[src/include/svd_regs.svh]
`ifndef SVD_REGS_SVH
`define SVD_REGS_SVH

`define SVD_ADDR_W          12
`define SVD_DATA_W          32
`define SVD_CTRL_W          8
`define SVD_OFF_CTRL        12'h000
`define SVD_OFF_FLAG        12'h004
`define SVD_OFF_IEN         12'h008
`define SVD_OFF_GIE         12'h00c
`define SVD_CTRL_RST        8'h05
`define SVD_LVL_EXT         4'hf
`define SVD_BIT_EVT         0
`define SVD_BIT_GIE         0
`define SVD_BIT_IEN         0
`define SVD_CMP_GE          0
`define SVD_CMP_LE          1
`define SVD_CLK_PERIOD_NS   50
`define SVD_REF_STARTUP_NS  20000
`define SVD_CNT_W           16

`endif

[src/include/svd_pkg.sv]
`include "svd_regs.svh"

package svd_pkg;

	// Control register layout, bit 7 down to bit 0
	typedef struct packed {
		logic       dir;
		logic       unused;
		logic       stable;
		logic       en;
		logic [3:0] level;
	} svd_ctrl_s;

	// Reference warm-up sequence
	typedef enum logic [1:0] {
		SVD_OFF,
		SVD_WARM,
		SVD_READY
	} svd_ref_e;

	// Controls toward the analog divider and comparator
	typedef struct packed {
		logic       power_en;
		logic       dir;
		logic       ext_sel;
		logic [3:0] tap_sel;
	} svd_ana_s;

endpackage

[src/design/svd_ctrl.sv]
// Notes on behaviour
// RL1: Detector power follows the enable bit; off when it is zero.
// RL2: Direction set trips at supply at or above; clear at or below.
// RL3: Stable bit is read-only, shows whether detector circuitry has settled.
// RL4: Event flag cannot set until the stable bit reads one.
// RL5: Each enable rising holds stable low for the warm-up interval.
// RL6: Four-bit level field picks one of 15 points; 1110 highest, 0000 lowest.
// RL7: Level all ones routes the external trip input to the comparator.
// RL8: Comparator trip condition sets the voltage event flag.
// RL9: Unused control bit reads zero and ignores writes.
// RL10: Software disables, writes level, sets direction, then enables.
// RL11: Software clears a stale event flag after enabling.
// RL12: Interrupt needs event enable and global enable; flag sets regardless.
// RL13: Warm-up interval is fixed time, not tied to clock frequency.
// RL14: Detector keeps running in sleep, sets flag and wakes the core.
// RL15: Any reset returns control register to reset state, detector off.
// RL16: Control resets to 0x05: level 0101, other bits clear.
// RL17: Comparator output is synchronised before it may set the flag.
//
// Design decisions made here: register access over APB and the register addresses.

`include "svd_regs.svh"

module svd_ctrl #(
	parameter int STARTUP_NS = `SVD_REF_STARTUP_NS,
	parameter int CNT_W      = `SVD_CNT_W
) (
	input  wire logic                     clk_sys,
	input  wire logic                     rst,
	input  wire logic                     psel,
	input  wire logic                     penable,
	input  wire logic                     pwrite,
	input  wire logic [`SVD_ADDR_W-1:0]   paddr,
	input  wire logic [`SVD_DATA_W-1:0]   pwdata,
	output logic      [`SVD_DATA_W-1:0]   prdata,
	output logic                          pready,
	output logic                          pslverr,
	input  wire logic [1:0]               cmp_async,
	input  wire logic                     sleep_mode,
	output svd_pkg::svd_ana_s             ana,
	output logic                          irq,
	output logic                          wake_req
);
	import svd_pkg::*;

	// Warm-up length, rounded up to whole cycles
	localparam int STARTUP_CYC =
		(STARTUP_NS + `SVD_CLK_PERIOD_NS - 1) / `SVD_CLK_PERIOD_NS;

	// ****************************************
	// Declarations
	// ****************************************
	svd_ctrl_s              ctrl_r;
	svd_ctrl_s              ctrl_nxt;
	svd_ctrl_s              wr_ctrl;
	svd_ref_e               ref_r;
	svd_ref_e               ref_nxt;
	logic [CNT_W-1:0]       cnt_r;
	logic [CNT_W-1:0]       cnt_nxt;
	logic [1:0]             cmp_s1_r;
	logic [1:0]             cmp_s2_r;
	logic                   flag_r;
	logic                   flag_nxt;
	logic                   ien_r;
	logic                   gie_r;
	logic [`SVD_DATA_W-1:0] prdata_r;
	logic [`SVD_DATA_W-1:0] prdata_nxt;
	logic                   pready_r;
	logic                   pslverr_r;
	svd_ana_s               ana_r;
	logic                   irq_r;
	logic                   wake_r;

	// ****************************************
	// Bus decode
	// ****************************************
	wire setup_ph = psel & ~penable;
	wire access   = psel & penable & pready_r;
	wire wr_acc   = access & pwrite;
	wire rd_acc   = access & ~pwrite;
	wire hit_ctrl = (paddr == `SVD_OFF_CTRL);
	wire hit_flag = (paddr == `SVD_OFF_FLAG);
	wire hit_ien  = (paddr == `SVD_OFF_IEN);
	wire hit_gie  = (paddr == `SVD_OFF_GIE);
	wire hit_any  = hit_ctrl | hit_flag | hit_ien | hit_gie;
	wire wr_ctrl_hit = wr_acc & hit_ctrl;
	wire wr_ien_hit  = wr_acc & hit_ien;
	wire wr_gie_hit  = wr_acc & hit_gie;

	wire ref_stable = ctrl_r.en & (ref_r == SVD_READY);

	// Stable bit composed live, stored copy never used
	wire [`SVD_CTRL_W-1:0] ctrl_view = {ctrl_r.dir, 1'b0, ref_stable,      // see RL3, RL9
		ctrl_r.en, ctrl_r.level};

	wire [`SVD_DATA_W-1:0] rd_mux =
		hit_ctrl ? {{(`SVD_DATA_W-`SVD_CTRL_W){1'b0}}, ctrl_view} :
		hit_flag ? {{(`SVD_DATA_W-1){1'b0}}, flag_r} :
		hit_ien  ? {{(`SVD_DATA_W-1){1'b0}}, ien_r} :
		hit_gie  ? {{(`SVD_DATA_W-1){1'b0}}, gie_r} :
		{`SVD_DATA_W{1'b0}};

	// Read data captured in setup, presented in access
	assign prdata_nxt = (setup_ph & ~pwrite) ? rd_mux : {`SVD_DATA_W{1'b0}};

	// ****************************************
	// Control register
	// ****************************************
	assign wr_ctrl = svd_ctrl_s'(pwdata[`SVD_CTRL_W-1:0]);

	// Only direction, enable and level are writable
	assign ctrl_nxt = wr_ctrl_hit ?
		svd_ctrl_s'{dir: wr_ctrl.dir, unused: 1'b0, stable: 1'b0,          // see RL3, RL9
		  en: wr_ctrl.en, level: wr_ctrl.level} : ctrl_r;

	always_ff @(posedge clk_sys)
	begin
		if (rst)
		begin
			ctrl_r <= svd_ctrl_s'(`SVD_CTRL_RST);                          // see RL15, RL16
			ien_r  <= 1'b0;
			gie_r  <= 1'b0;
		end
		else
		begin
			ctrl_r <= ctrl_nxt;
			if (wr_ien_hit)
			begin
				ien_r <= pwdata[`SVD_BIT_IEN];
			end
			if (wr_gie_hit)
			begin
				gie_r <= pwdata[`SVD_BIT_GIE];
			end
		end
	end

	// ****************************************
	// Reference warm-up timer
	// ****************************************
	// Fixed time converted from clock period; off whenever disabled
	always_comb
	begin
		ref_nxt = ref_r;
		cnt_nxt = cnt_r;
		unique case (ref_r)
			SVD_OFF:
			begin
				if (ctrl_r.en)
				begin
					ref_nxt = SVD_WARM;                                    // see RL5, RL13
					cnt_nxt = CNT_W'(STARTUP_CYC - 1);
				end
			end
			SVD_WARM:
			begin
				if (cnt_r == {CNT_W{1'b0}})
				begin
					ref_nxt = SVD_READY;
				end
				else
				begin
					cnt_nxt = cnt_r - CNT_W'(1);
				end
			end
			SVD_READY:
			begin
				ref_nxt = SVD_READY;
			end
		endcase
		if (!ctrl_r.en)
		begin
			ref_nxt = SVD_OFF;                                             // see RL5
			cnt_nxt = {CNT_W{1'b0}};
		end
	end

	always_ff @(posedge clk_sys)
	begin
		if (rst)
		begin
			ref_r <= SVD_OFF;
			cnt_r <= {CNT_W{1'b0}};
		end
		else
		begin
			ref_r <= ref_nxt;
			cnt_r <= cnt_nxt;
		end
	end

	// ****************************************
	// Comparator synchroniser
	// ****************************************
	always_ff @(posedge clk_sys)
	begin
		if (rst)
		begin
			cmp_s1_r <= 2'h0;
			cmp_s2_r <= 2'h0;
		end
		else
		begin
			cmp_s1_r <= cmp_async;                                         // see RL17
			cmp_s2_r <= cmp_s1_r;
		end
	end

	// ****************************************
	// Event flag
	// ****************************************
	wire trip = ctrl_r.dir ? cmp_s2_r[`SVD_CMP_GE] : cmp_s2_r[`SVD_CMP_LE];  // see RL2
	wire evt_set = ctrl_r.en & ref_stable & trip;                          // see RL4, RL8
	// Clear only a bit that the read actually returned
	wire flag_clr = rd_acc & hit_flag & prdata_r[`SVD_BIT_EVT];

	// Set wins over the read clear
	assign flag_nxt = evt_set | (flag_r & ~flag_clr);                     // see RL8, RL12

	always_ff @(posedge clk_sys)
	begin
		if (rst)
		begin
			flag_r <= 1'b0;
		end
		else
		begin
			flag_r <= flag_nxt;
		end
	end

	// ****************************************
	// Outputs
	// ****************************************
	always_ff @(posedge clk_sys)
	begin
		if (rst)
		begin
			prdata_r  <= {`SVD_DATA_W{1'b0}};
			pready_r  <= 1'b0;
			pslverr_r <= 1'b0;
			ana_r     <= '0;
			irq_r     <= 1'b0;
			wake_r    <= 1'b0;
		end
		else
		begin
			prdata_r  <= prdata_nxt;
			pready_r  <= setup_ph;
			pslverr_r <= setup_ph & ~hit_any;
			ana_r.power_en <= ctrl_r.en;                                   // see RL1
			ana_r.dir      <= ctrl_r.dir;
			ana_r.ext_sel  <= (ctrl_r.level == `SVD_LVL_EXT);              // see RL7
			ana_r.tap_sel  <= ctrl_r.level;                                // see RL6
			irq_r  <= flag_r & ien_r & gie_r;                              // see RL12
			wake_r <= flag_r & ien_r & sleep_mode;                         // see RL14
		end
	end

	assign prdata   = prdata_r;
	assign pready   = pready_r;
	assign pslverr  = pslverr_r;
	assign ana      = ana_r;
	assign irq      = irq_r;
	assign wake_req = wake_r;

	// ****************************************
	// Checks
	// ****************************************
	logic [CNT_W-1:0] en_age_r;

	always_ff @(posedge clk_sys)
	begin
		if (rst || !ctrl_r.en)
		begin
			en_age_r <= {CNT_W{1'b0}};
		end
		else if (en_age_r <= CNT_W'(STARTUP_CYC))
		begin
			en_age_r <= en_age_r + CNT_W'(1);
		end
	end
endmodule // svd_ctrl

[config.mk]
export PLATFORM = sky130hd
export DESIGN_NAME = svd_ctrl
export DESIGN_NICKNAME = d
export VERILOG_FILES = /design/src/include/svd_pkg.sv /design/src/design/svd_ctrl.sv
export VERILOG_INCLUDE_DIRS = /design/src /design/src/include
export SDC_FILE = /design/constraint.sdc
export NUM_CORES = 1
export LEC_CHECK = 0
export ABC_CLOCK_PERIOD_IN_PS = 3150
export BUFFER_PORTS_ARGS = -buffer_cell sky130_fd_sc_hd__buf_2
export CORE_UTILIZATION = 47
export CTS_CLUSTER_DIAMETER = 200
export DETAILED_ROUTE_END_ITERATION = 7
export PLACE_DENSITY = 0.88
export SLEW_MARGIN = 10
export SYNTH_ARGS = -nofsm -noshare
export SYNTH_HDL_FRONTEND = slang
export SYNTH_SLANG_ARGS = --single-unit
export TNS_END_PERCENT = 20
[constraint.sdc]
create_clock -name clk_sys -period 3.15 [get_ports clk_sys]
set_clock_uncertainty 0.1 [all_clocks]
set_input_delay 0.63 -clock clk_sys [delete_from_list [all_inputs] [get_ports clk_sys]]
set_output_delay 0.63 -clock clk_sys [all_outputs]
set_load 0.05 [all_outputs]
==> impl_metrics.json <==
{
  "status": "completed",
  "coreArea_mm2": 0.00441,
  "drt_iter0_markers": 116,
  "root_buffer": "clkbuf_8",
  "finalCriticalPeriod_ps": 2440,
  "cts_sinks": 49,
  "worst_slew_pin_slew_ps": 606,
  "die_h_um": 70.1,
  "timing.fmax_mhz": 410,
  "ys_warn_count": 0,
  "finalNonFillerCells": 336,
  "antenna_found_initial": 0,
  "path_clk_slew_ps": 100,
  "cts-resized-gates": 0,
  "drv_slew": 0,
  "wl_per_cell_um": 12.6,
  "cp.arrival_ps": 2590,
  "reg2reg_depth": 5,
  "worstSetupEndpointType": "flip-flop",
  "final_layout_size_suffix_gt1_share_pct": 22.5,
  "syn2layout_area_growth_pct": 13.9,
  "grt_max_degree": 23,
  "postRouteAntennaNets": 0,
  "rows": 24,
  "mostFrequentLayoutCell": "dfxtp_1",
  "syn_avg_cell_area_um2": 9.34,
  "start_util_pct": 49.3,
  "track_usage_pct": 18.5,
  "overflow": 0,
  "die_area_mm2": 0.00491,
  "p_leak_nw": 1.11,
  "max_slew_margin_pct": 59.2,
  "rsz0062_at_grt": "no",
  "cp-start-kind": "flip-flop",
  "insertion_delay_ps": 310,
  "fin_nets": 339,
  "async_flop_share_pct": 0,
  "globalplace.congestion": 0.832,
  "drtPass1Iterations": 4,
  "ys_seq_area_share_pct": 45.1,
  "grt_pass1_wl_um": 7310,
  "hpwlAfterDp_um": 3050,
  "setup_violations": 0,
  "p_per_area_mw_per_mm2": 454,
  "ctsHoldBuffers": 0,
  "r2r_slack_ps": 710,
  "irDropWorstVdd_v": 0.000245,
  "netlist_area_mm2": 0.00218,
  "drv_cap": 0,
  "placed_cell_area_mm2": 0.00238,
  "stdcell_area_mm2": 0.00248,
  "fin_crit_sh_pct": 77.5,
  "mostFrequentLayoutCells": "dfxtp_1 (49), buf_2 (43), conb_1 (25)",
  "synth.distinct_cells": 46,
  "worst_hold_path_type": "flip-flop to flip-flop",
  "portBuffers": 43,
  "vias": 1734,
  "ys_seq_elements": 49,
  "syn_inst": 233,
  "cts_max_level": 2,
  "routed_wl_um": 4240,
  "clockBufferDepth": 2,
  "rr_startpoint": "cnt_r[11]",
  "cts_made_buffers": 5,
  "synthFlopType": "dfxtp_1",
  "hp-start": "cmp_s1_r[0]",
  "whs_endpoint": "cmp_s2_r[0]",
  "synth_edf_count": 0,
  "routed_via_density": 5.16,
  "finalHoldViolCount": 0,
  "drc": 0,
  "die_w_um": 70.1,
  "cts_tree": "built",
  "grt_pass1_vias": 1694,
  "r2r-end": "cnt_r[9]",
  "whs_path_depth": 1,
  "fin_setup_tns_ps": 0,
  "cp_data_required_time_ps": 3300,
  "post_cts_buffers": 0,
  "io_pins": 95,
  "setup.worst_path.class": "flip-flop to flip-flop",
  "diodes": 0,
  "place_inst": 328,
  "crit_fanout": 10
}
==> worst max path at each step <==
| stage | depth (start not counted) | start | slack, ps | to |
|---|---|---|---|---|
| final | 5 | cnt_r[11] | 710 | cnt_r[9] |
| after global routing | 5 | cnt_r[11] | 530 | cnt_r[9] |
| after CTS | 5 | cnt_r[11] | 730 | cnt_r[9] |
| after detailed placement | 5 | cnt_r[11] | 770 | cnt_r[9] |
| after global placement | 5 | cnt_r[11] | 820 | cnt_r[9] |
| after floorplan | 5 | paddr[5] | 820 | ctrl_r[0] |
==> power breakdown <==
part	switching [W]	total, W	internal, W	leakage [nW]
registers	0.00000102	0.000625	0.000624	0.397
clock network	0.000228	0.000395	0.000166	0.0506
logic	0.0000881	0.000106	0.0000180	0.664
==> worst max-delay path, cell delays in order, from the launching register on <==
cell	delay, ps
dfxtp_1	360
or4_1	570
or4_1	580
o21ai_2	400
o311ai_0	210
a21oi_1	150
==> area by class of cell <==
class	count	area (µm²)
Multi-Input combinational cell	171	1050
Fill cell	399	1930
Inverter	8	30.0
Sequential cell	49	981
Clock buffer	5	68.8
Tap cell	52	65.1
Timing Repair Buffer	48	253
Clock inverter	3	28.8
==> per-layer routing <==
metal / vias up / track usage [%] / share of wire, %
met5: - / 0 / 0
met4: 0 / 9.56 / 2.2
met3: 8 / 4.76 / 6.1
met2: 65 / 31.8 / 50
met1: 791 / 21.1 / 42
li1: 870 / - / -
==> flip-flops by register name, indices dropped and copies added, names as in the netlist, 2 cells and up <==
name      flops
cnt_r        16
ana           7
prdata        7
ctrl_r        6
cmp_s1_r      2
cmp_s2_r      2
ref_r         2
==> kinds of logic (layout without fill, tap and decap cells) <==
kind of cell / after synthesis / count (layout) / share of synthesized area [%]
DFF: 49 / 49 / 45.1
muxes: 9 / 9 / 4.83
buffers and inverters: 37 / 64 / 10.7
other: 1 / 25 / 0.172
AOI/OAI and AO/OA: 29 / 29 / 8.74
xor gates and xnor gates: 7 / 7 / 2.82
adders and majority gates: 4 / 4 / 2.30
and+or+nand+nor: 97 / 97 / 25.4
==> cell usage after synthesis (4+ instances only) <==
master    count  area share [%]
ha_1          4             2.3
and2_1        6             1.7
o21ai_0       4            0.92
nor3_1        7             1.6
nand2_1      12             2.1
xnor2_1       4             1.6
or4_1         6             2.1
nor2_1       18             3.1
nor2b_1      11             3.2
nand3_1       8             1.8
buf_4        25             8.6
nor4_1        7             2.0
dfxtp_1      49              45
and3_1        4             1.1
mux2i_1       6             2.8
inv_1         8             1.4
clkbuf_1      4            0.69
a21oi_1       8             1.8
==> metrics by stage <==
step	setup WS, ps	total power, W	util [%]	hold slack [ps]
floorplan	821	0.000747	-	314
global route	525	0.00116	56.2	366
CTS	725	0.00113	56.2	346
global placement	820	0.000743	54.0	321
finish	710	0.00113	56.2	346
detailed placement	773	0.000745	54.0	324
(Power assumes the default switching activity.)
